**config.mk**
```make
export PLATFORM = sky130hd
export DESIGN_NAME = lcdc_decoder
export DESIGN_NICKNAME = d
export VERILOG_FILES = /design/src/include/lcdc_pkg.sv /design/src/hw/lcdc_decoder.sv
export SDC_FILE = /design/constraint.sdc
export NUM_CORES = 1
export LEC_CHECK = 0
export BUFFER_PORTS_ARGS = -buffer_cell sky130_fd_sc_hd__buf_2
export CORE_MARGIN = 3
export CORE_UTILIZATION = 46
export CTS_CLUSTER_DIAMETER = 50
export DETAILED_ROUTE_END_ITERATION = 10
export PLACE_DENSITY = 0.62
export SLEW_MARGIN = 20
export SYNTH_ARGS = -nofsm -noshare
export SYNTH_HDL_FRONTEND = slang
export SYNTH_SLANG_ARGS = --single-unit
```
**constraint.sdc**
```tcl
create_clock -name mclk_in -period 4.8 [get_ports mclk_in]
set_input_delay 0.96 -clock mclk_in [delete_from_list [all_inputs] [get_ports mclk_in]]
set_output_delay 0.96 -clock mclk_in [all_outputs]
set_load 0.05 [all_outputs]
```
**src/include/lcdc_pkg.sv**
```systemverilog
/*
 Shared types, field codes and helpers for the segment display command decoder.
 Assumes a single device clock; all pin inputs are already synchronous to it.
*/
package lcdc_pkg;

   typedef enum logic [4:0]
   {
      ST_IDLE   = 5'h01,
      ST_RECV   = 5'h02,
      ST_STORE  = 5'h04,
      ST_ACK    = 5'h08,
      ST_IGNORE = 5'h10
   } lcdc_state_t;

   typedef enum logic [2:0]
   {
      PH_ADDR = 3'h1,
      PH_CMD  = 3'h2,
      PH_DATA = 3'h4
   } lcdc_phase_t;

   typedef struct packed
   {
      logic       power_saving_sel;
      logic       display_en;
      logic       bias_half;
      logic [1:0] drive_mode;
   } lcdc_cfg_t;

   typedef struct packed
   {
      logic       alt_bank_blink;
      logic [1:0] blink_rate_field;
   } lcdc_blink_t;

   // Drive mode codes
   localparam logic [1:0] MODE_STATIC = 2'h1;
   localparam logic [1:0] MODE_MUX2   = 2'h2;
   localparam logic [1:0] MODE_MUX3   = 2'h3;
   localparam logic [1:0] MODE_MUX4   = 2'h0;

   // Command byte layout
   localparam int         CONT_BIT  = 7;
   localparam int         PTR_BIT   = 6;
   localparam logic [1:0] OP_MODE   = 2'h2;
   localparam logic [3:0] OP_DEV    = 4'hc;
   localparam logic [4:0] OP_BANK   = 5'h1e;
   localparam logic [3:0] OP_BLINK  = 4'he;

   // Reset values
   localparam lcdc_cfg_t   CFG_RESET   = 5'h00;
   localparam lcdc_blink_t BLINK_RESET = 3'h0;

   // Byte and RAM geometry
   localparam logic [3:0] BYTE_BITS = 4'h8;
   localparam logic [2:0] BIT_LAST  = 3'h7;
   localparam int         RAM_DEPTH = 40;
   localparam logic [5:0] RAM_LAST  = 6'h27;
   localparam logic [1:0] BLINK_OFF = 2'h0;

   // Blink ratios for blink mode 1
   localparam int DIV_NORMAL_1 = 92160;
   localparam int DIV_SAVE_1   = 15360;

   // Three- and four-way modes have no alternate bank
   function automatic logic is_mux34(input logic [1:0] mode);
      is_mux34 = (mode == MODE_MUX3) || (mode == MODE_MUX4);
   endfunction

   // Last row offset written per RAM address
   function automatic logic [1:0] row_last(input logic [1:0] mode);
      case (mode)
         MODE_STATIC: row_last = 2'h0;
         MODE_MUX2:   row_last = 2'h1;
         MODE_MUX3:   row_last = 2'h2;
         default:     row_last = 2'h3;
      endcase
   endfunction

   // First row written, shifted to the upper bank when selected
   function automatic logic [1:0] row_base(input logic [1:0] mode, input logic bank);
      row_base = (!is_mux34(mode) && bank) ? 2'h2 : 2'h0;
   endfunction

endpackage

```
**src/hw/lcdc_decoder.sv**
```systemverilog
/*
 Write-only two-wire serial slave and command decoder for a segment display driver,
 with display RAM, bank selection and blink divider.
 Assumes scl/sda levels arrive synchronous to mclk_in and the wire level is resolved
 outside from the open-drain enables.
*/
`timescale 1ns/1ps
module lcdc_decoder
#(
   parameter logic [5:0] SLAVE_ADDR_HI    = 6'h15,  // Arbitrary upper address bits
   parameter int         BLINK_DIV_NORMAL = 92160,
   parameter int         BLINK_DIV_SAVE   = 15360,
   parameter int         DIV_W            = 19
)
(
   input  wire logic                 mclk_in,
   input  wire logic                 rstn_in,
   input  wire logic                 ce_in,
   input  wire logic                 scl_in,
   input  wire logic                 sda_in,
   input  wire logic                 addr_lsb_strap_in,
   input  wire logic [2:0]           subaddr_pin_in,
   input  wire logic [5:0]           ram_rd_addr_in,
   output logic                      sda_out,
   output logic                      sda_oe_out,
   output logic                      scl_oe_out,
   output lcdc_pkg::lcdc_cfg_t       cfg_out,
   output lcdc_pkg::lcdc_blink_t     blink_out,
   output logic                      in_bank_out,
   output logic                      out_bank_eff_out,
   output logic                      blank_out,
   output logic [3:0]                ram_rd_data_out
);
   import lcdc_pkg::*;

   lcdc_state_t      state;
   lcdc_phase_t      phase;
   logic             scl_q;
   logic             sda_q;
   logic [7:0]       shreg;
   logic [3:0]       bit_cnt;
   logic [2:0]       wr_idx;
   logic             ack_pend;
   logic             out_bank;
   logic [5:0]       ptr;
   logic [2:0]       sub_cnt;
   logic [1:0]       row_off;
   logic [3:0]       ram [0:RAM_DEPTH-1];
   logic [DIV_W-1:0] blink_cnt;
   logic [DIV_W-1:0] next_limit;
   logic             blink_phase;
   logic             start_c;
   logic             stop_c;
   logic             scl_rise;
   logic             scl_fall;
   logic             addr_match;
   logic             sub_hit;
   logic             store_cmd;
   logic             wr_bit;
   logic             store_done;
   logic             alt_eff;

   ////////////////////////////////////////////////////////////////////////////////
   // Line events and decode terms
   assign start_c    = scl_q & scl_in & sda_q & ~sda_in;
   assign stop_c     = scl_q & scl_in & ~sda_q & sda_in;
   assign scl_rise   = ~scl_q & scl_in;
   assign scl_fall   = scl_q & ~scl_in;
   assign addr_match = (shreg[7:1] == {SLAVE_ADDR_HI, addr_lsb_strap_in}) && !shreg[0];
   assign sub_hit    = (sub_cnt == subaddr_pin_in);
   assign store_cmd  = (state == ST_STORE) && (phase == PH_CMD);
   assign wr_bit     = (state == ST_STORE) && (phase == PH_DATA);
   assign store_done = (state == ST_STORE) && ((phase != PH_DATA) || (wr_idx == BIT_LAST));
   assign alt_eff    = blink_out.alt_bank_blink && !is_mux34(cfg_out.drive_mode);

   ////////////////////////////////////////////////////////////////////////////////
   // Data bit steering terms
   logic             ack_drive;
   logic             bit_val;
   logic [1:0]       row_now;
   logic [DIV_W-1:0] half_limit;

   // Display bits leave the byte most significant first
   assign bit_val = shreg[BIT_LAST - wr_idx];
   // Row inside the RAM word, moved up when the upper input bank is chosen
   assign row_now = 2'(row_base(cfg_out.drive_mode, in_bank_out) + row_off);

   ////////////////////////////////////////////////////////////////////////////////
   // Line level history; idle level is high so reset makes no false edge
   always_ff @(posedge mclk_in)
   begin
      if (!rstn_in)
      begin
         scl_q <= 1'b1;
         sda_q <= 1'b1;
      end
      else if (ce_in)
      begin
         scl_q <= scl_in;
         sda_q <= sda_in;
      end
   end

   ////////////////////////////////////////////////////////////////////////////////
   // Transfer sequencer: address, command and data bytes with acknowledge
   always_ff @(posedge mclk_in)
   begin
      if (!rstn_in)
      begin
         state     <= ST_IDLE;
         phase     <= PH_ADDR;
         shreg     <= 8'h00;
         bit_cnt   <= 4'h0;
         wr_idx    <= 3'h0;
         ack_pend  <= 1'b0;
         ack_drive <= 1'b0;
      end
      else if (ce_in)
      begin
         if (start_c)
         begin
            // A start always reopens the address phase
            state     <= ST_RECV;
            phase     <= PH_ADDR;
            bit_cnt   <= 4'h0;
            ack_pend  <= 1'b0;
            ack_drive <= 1'b0;
         end
         else if (stop_c)
         begin
            // A stop ends the transfer in every state
            state     <= ST_IDLE;
            phase     <= PH_ADDR;
            bit_cnt   <= 4'h0;
            ack_pend  <= 1'b0;
            ack_drive <= 1'b0;
         end
         else
         begin
            case (state)
               ST_IDLE:
               begin
                  bit_cnt <= 4'h0;
               end
               ST_RECV:
               begin
                  // Data is taken on the rising clock edge
                  if (scl_rise)
                  begin
                     shreg   <= {shreg[6:0], sda_in};
                     bit_cnt <= bit_cnt + 4'h1;
                     if (bit_cnt == BYTE_BITS - 4'h1)
                     begin
                        state  <= ST_STORE;
                        wr_idx <= 3'h0;
                     end
                  end
               end
               ST_STORE:
               begin
                  if (phase == PH_ADDR)
                  begin
                     if (addr_match)
                     begin
                        ack_pend <= 1'b1;
                        phase    <= PH_CMD;
                        state    <= ST_ACK;
                     end
                     else
                     begin
                        state <= ST_IGNORE;
                     end
                  end
                  else if (phase == PH_CMD)
                  begin
                     // Commands are answered whatever the subaddress
                     ack_pend <= 1'b1;
                     if (!shreg[CONT_BIT])
                        phase <= PH_DATA;
                     state <= ST_ACK;
                  end
                  else
                  begin
                     // Data answer follows the subaddress at byte start
                     if (wr_idx == 3'h0)
                        ack_pend <= sub_hit;
                     wr_idx <= wr_idx + 3'h1;
                     if (store_done)
                        state <= ST_ACK;
                  end
               end
               ST_ACK:
               begin
                  // Drive once the clock is low, release at the next fall
                  if (!ack_drive && !scl_in)
                  begin
                     ack_drive <= 1'b1;
                  end
                  else if (ack_drive && scl_fall)
                  begin
                     ack_drive <= 1'b0;
                     ack_pend  <= 1'b0;
                     bit_cnt   <= 4'h0;
                     state     <= ST_RECV;
                  end
               end
               ST_IGNORE:
               begin
                  // Foreign strap: wait silently for the stop
                  bit_cnt <= 4'h0;
               end
               default:
               begin
                  state <= ST_IDLE;
               end
            endcase
         end
      end
   end

   ////////////////////////////////////////////////////////////////////////////////
   // Open-drain pin drives: acknowledge low, clock held low while busy
   always_ff @(posedge mclk_in)
   begin
      if (!rstn_in)
      begin
         sda_out    <= 1'b1;
         sda_oe_out <= 1'b0;
         scl_oe_out <= 1'b0;
      end
      else if (ce_in)
      begin
         sda_out    <= !(ack_drive && ack_pend);
         sda_oe_out <= (state == ST_ACK) && ack_drive && ack_pend;
         scl_oe_out <= (state == ST_STORE) && !scl_in;
      end
   end

   ////////////////////////////////////////////////////////////////////////////////
   // Command execution; every strap-matched device takes every command
   always_ff @(posedge mclk_in)
   begin
      if (!rstn_in)
      begin
         cfg_out     <= CFG_RESET;
         blink_out   <= BLINK_RESET;
         in_bank_out <= 1'b0;
         out_bank    <= 1'b0;
      end
      else if (ce_in && store_cmd)
      begin
         if (shreg[6:5] == OP_MODE)
         begin
            // Power, enable, bias and drive mode in one go
            cfg_out <= lcdc_cfg_t'(shreg[4:0]);
         end
         else if (shreg[6:2] == OP_BANK)
         begin
            // No alternate bank exists in three- and four-way modes
            if (!is_mux34(cfg_out.drive_mode))
            begin
               in_bank_out <= shreg[1];
               out_bank    <= shreg[0];
            end
         end
         else if (shreg[6:3] == OP_BLINK)
         begin
            blink_out <= lcdc_blink_t'(shreg[2:0]);
         end
      end
   end

   ////////////////////////////////////////////////////////////////////////////////
   // Data pointer, row offset and subaddress counter
   always_ff @(posedge mclk_in)
   begin
      if (!rstn_in)
      begin
         ptr     <= 6'h00;
         sub_cnt <= 3'h0;
         row_off <= 2'h0;
      end
      else if (ce_in)
      begin
         if (store_cmd && !shreg[PTR_BIT])
         begin
            ptr     <= shreg[5:0];
            row_off <= 2'h0;
         end
         else if (store_cmd && (shreg[6:3] == OP_DEV))
         begin
            sub_cnt <= shreg[2:0];
            row_off <= 2'h0;
         end
         else if (wr_bit)
         begin
            // Advance per bit, so a cascade hand-over may fall mid-byte
            if (row_off == row_last(cfg_out.drive_mode))
            begin
               row_off <= 2'h0;
               if (ptr >= RAM_LAST)
               begin
                  ptr     <= 6'h00;
                  sub_cnt <= sub_cnt + 3'h1;
               end
               else
               begin
                  ptr <= ptr + 6'h1;
               end
            end
            else
            begin
               row_off <= row_off + 2'h1;
            end
         end
      end
   end

   ////////////////////////////////////////////////////////////////////////////////
   // Display RAM write, only for the selected subaddress
   always_ff @(posedge mclk_in)
   begin
      if (ce_in && wr_bit && sub_hit && (ptr <= RAM_LAST))
         ram[ptr][row_now] <= bit_val;
   end

   // Display RAM read port for the segment side
   always_ff @(posedge mclk_in)
   begin
      if (!rstn_in)
         ram_rd_data_out <= 4'h0;
      else if (ce_in)
         ram_rd_data_out <= (ram_rd_addr_in <= RAM_LAST) ? ram[ram_rd_addr_in] : 4'h0;
   end

   ////////////////////////////////////////////////////////////////////////////////
   // Blink period: base ratio doubled per rate step
   always_comb
   begin
      next_limit = cfg_out.power_saving_sel ? DIV_W'(BLINK_DIV_SAVE)
                                            : DIV_W'(BLINK_DIV_NORMAL);
      next_limit = next_limit << (blink_out.blink_rate_field - 2'h1);
      half_limit = next_limit >> 1;
   end

   // Blink phase toggles every half period, so one cycle spans the ratio
   always_ff @(posedge mclk_in)
   begin
      if (!rstn_in)
      begin
         blink_cnt   <= '0;
         blink_phase <= 1'b0;
      end
      else if (ce_in)
      begin
         if (blink_out.blink_rate_field == BLINK_OFF)
         begin
            blink_cnt   <= '0;
            blink_phase <= 1'b0;
         end
         else if (blink_cnt >= half_limit - DIV_W'(1))
         begin
            blink_cnt   <= '0;
            blink_phase <= ~blink_phase;
         end
         else
         begin
            blink_cnt <= blink_cnt + DIV_W'(1);
         end
      end
   end

   // Bank swap for alternate blinking, blanking for normal blinking
   always_ff @(posedge mclk_in)
   begin
      if (!rstn_in)
      begin
         out_bank_eff_out <= 1'b0;
         blank_out        <= 1'b1;
      end
      else if (ce_in)
      begin
         out_bank_eff_out <= out_bank ^ (alt_eff && blink_phase);
         blank_out        <= !cfg_out.display_en ||
                             ((blink_out.blink_rate_field != BLINK_OFF) && !alt_eff && blink_phase);
      end
   end
endmodule

```
==> qor.txt <==
Initial DRC count -> 686
Die area -> 27010 um2
CTS tree -> done
Insertion delay to the later sink of the worst-skew pair -> 0.54 ns
Via-to-Cell Ratio -> 5.657
Clock buffer depth -> 3
Setup TNS Final -> 0 ns
Largest area contributor in the netlist -> edfxtp_1
Slew Viols, Final -> 0
Largest net degree at the start of global routing -> 132
Clk sink count -> 237
FF+latch count, synth -> 237
Total GRT Usage -> 0.1945
CTS H-tree lvls -> 1
Leading post-synthesis cells by cell area -> edfxtp_1 42%, dfxtp_1 13%, mux4_2 8.2%, nor2_1 7.5%, mux2i_1 3.2%
Largest family of logic cells by synthesized area -> simple AND/OR/NAND/NOR gates
Final worst-path cycle share -> 0.6838
Post-synth EDFFs -> 160
Total gr overflow -> 0
Hold Crit Class -> reg -> reg
Kind of critical path -> reg -> reg
Synth-to-layout area growth -> 10.92%
Most frequent cells in the layout -> 229 x nor2_1, 160 x edfxtp_1, 94 x nand2_1
Netlist Area Pre-Place -> 11530 um2
Initial antenna violation count -> 0
Levels on crit path -> 10
Worst-Margin Slew -> 1.106 ns
Post-Syn Nets -> 1070
Synth Area in Compound Gates -> 0.07062
CTS Hold Bufs -> 0
Final Hold Fails -> 0
Routed wire per std cell -> 18.68 um
Asr flop ratio synth -> 0
Cell variety after synth -> 77
Fill cell count -> 2178
Clock Tree Root -> clkbuf_16
Flop pwr share -> 0.495
YS warnings -> 0
Die W -> 164.3 um
Initial Util -> 0.4715
Yosys top cell area share -> 0.4166
Place WS -> 1.500 ns
Max Freq -> 304.7 MHz
Critical Path AT -> 3.74 ns
CTS Buf Count -> 29
CP bufs+invs -> 1
Status -> complete, no violations
Hold path cells -> 2
Synthesized area per cell -> 11.14 um2
Cell Area, Placed -> 11880 um2
Synth Area in Adders -> 0.02170
Number of gates resized after CTS -> 0
Clock Power Share -> 0.478
CP Max Fanout -> 18
Worst path cell trace -> inv_1 > ha_1 > nor3b_1 > o31a_1 > ha_1 > a21oi_1 > o211ai_1 > o211ai_1 > nand3_1 > a21oi_1
Post-synthesis mux area share -> 0.1161
Comb pwr share -> 0.027
Nets -> 1072
Ports -> 33
Core ar. -> 24460 um2
Pwr dens -> 340.8 nW/um2
Post-CTS setup buffer count -> 0
GP Congestion -> 0.7811
Maximum vdd ir drop -> 0.2395 mV
Psw -> 0.0009421 W
Post-synth top flop -> edfxtp_1
CP max stage delay -> 0.55 ns
Max-Cap Viols -> 0
Vias in the first global route -> 7704
CP max-delay cell -> nand3_1
DR DRC count -> 0
Rows -> 57
CP startpoint kind -> flip-flop
CP endpoint kind -> flip-flop
Hpwl dp -> 16.55 mm
RSZ-0062 raised after global routing -> false
Clock Skew -> 0.01283 ns
Synth Area in XOR/XNOR -> 0.02582
Switching Share -> 0.2161
Worst-path clk slew -> 0.06 ns
First-pass GRT wire length -> 41.58 mm
CP Data Required Time -> 5.25 ns
Vias -> 7818
Commonest non-fill, non-tap cell in the layout -> nor2_1
Detailed Routing Iterations Pass 1 -> 5
Share of cells above drive strength 1 -> 0.1342
Int Pwr -> 0.003418 W
Setup WS post-layout -> 1.518 ns
Die Height -> 164.3 um
Final WL -> 25.82 mm
Slew margin rel. -> 0.2612
Worst R2R Path Depth -> 10
Detail Route Antenna Nets -> 0
Design area -> 12790 um2
Leakage -> 4.562 nW
Tmin final -> 3.282 ns
Post-Synth Simple-Gate Area -> 0.1831
Post-synthesis sequential area ratio -> 0.5502
Syn Inst Count -> 1035
Critical path's top delay family -> compound AO/OA/AOI/OAI gates
Port bufs -> 32
Ant. Diodes -> 0
Final count of negative-setup-slack endpoints -> 0
## flip-flops by register name (all words and copies together), names as in the netlist, 2 cells and up
name and flops:
sub_cnt 3, cfg_out 5, blink_out 3, row_off 2, blink_cnt 19, state 5, ram_rd_data_out 4, ram 160
phase 3, wr_idx 3, ptr 6, shreg 8, bit_cnt 4
## power groups by stage
| stage | Clock (W) | Sequential [W] | Combinational, W |
|---|---|---|---|
| 2_1_floorplan | 0 | 0.00220 | 0.0000844 |
| 5_1_grt | 0.00220 | 0.00216 | 0.000127 |
| 3_5_place_dp | 0 | 0.00220 | 0.000118 |
| 4_1_cts | 0.00212 | 0.00216 | 0.000118 |
| 6_report | 0.00208 | 0.00216 | 0.000117 |
| 3_3_place_gp | 0 | 0.00220 | 0.000117 |
## worst reg2reg max path: stages, from the launching register on
cell and delay [ns]:
dfxtp_1 0.52, inv_1 0.13, ha_1 0.45, nor3b_1 0.08, o31a_1 0.29, ha_1 0.29
a21oi_1 0.18, o211ai_1 0.13, o211ai_1 0.28, nand3_1 0.55, a21oi_1 0.29
## final timing paths
path / slack (ns) / start / end
worst min register to register: 0.48 / blank_out$_SDFFE_PN1P_ / blank_out$_SDFFE_PN1P_
worst min-delay path: 0.48 / blank_out$_SDFFE_PN1P_ / blank_out$_SDFFE_PN1P_
worst max register to register: 1.52 / blink_out[0]$_SDFFE_PN0P_ / blink_cnt[18]$_SDFFE_PN0P_
worst max-delay path: 1.52 / blink_out[0]$_SDFFE_PN0P_ / blink_cnt[18]$_SDFFE_PN0P_
## layer usage
| metal | up-vias | wire length, um | global-route usage | part of all wire |
|---|---|---|---|---|
| met2 | 175 | 12110 | 0.3168 | 0.47 |
| met3 | 36 | 1314 | 0.02648 | 0.051 |
| met4 | 0 | 481 | 0.04191 | 0.019 |
| met1 | 3836 | 11910 | 0.2796 | 0.46 |
| li1 | 3771 | - | - | - |
| met5 | - | 0 | 0 | 0 |
## final cells by class
class                   instances  area, um2  share of cell area
clock buffers                  34      744.5             0.05819
clock inverters                18      166.4             0.01301
inverters                      18      67.56            0.005281
multi-input cells             709       4825              0.3771
flip-flops and latches        237       6346              0.4960
well taps                     324      405.4             0.03169
repair buffers                 42      239.0             0.01868
## cell usage after synthesis, types with 3 or more instances
library cell,instances
xnor2_1,14
and3b_1,4
a211oi_1,6
a311oi_1,5
or3_1,8
edfxtp_1,160
mux4_2,42
nor3b_1,11
dfxtp_1,77
nand2_1,95
o32ai_1,4
a31oi_1,5
a22oi_1,6
a21o_1,3
and3_1,9
xor2_1,20
ha_1,20
buf_4,3
buf_2,12
nor4_1,7
nand4_1,16
clkbuf_1,51
mux2i_1,37
nor3_1,8
a41oi_1,3
o22a_1,3
and2_1,5
inv_1,16
or4_1,3
o21ai_0,22
nand3b_1,7
nor2b_1,6
nand3_1,31
a21oi_1,22
nor2_1,229
o211ai_1,10
nand2b_1,7
## through the flow
stage / power [W] / std cells / util / hold slack [ns]
floorplan: 0.002289 / 1035 / - / 0.4476
global placement: 0.002321 / 1330 / 0.4856 / 0.4682
detailed placement: 0.002321 / 1330 / 0.4856 / 0.4614
CTS: 0.004401 / 1382 / 0.5228 / 0.4785
global route: 0.004490 / 1382 / 0.5230 / 0.5209
finish: 0.004360 / 1382 / 0.5230 / 0.4753
## kinds of logic after synthesis
logic type	after synthesis
xor gates and xnor gates	34
adders and majority gates	20
DFF	237
muxes	81
and+or+nand+nor	460
other	1
AOI/OAI and AO/OA	113
buffers and inverters	89
Power figures use the tool's default switching activity.
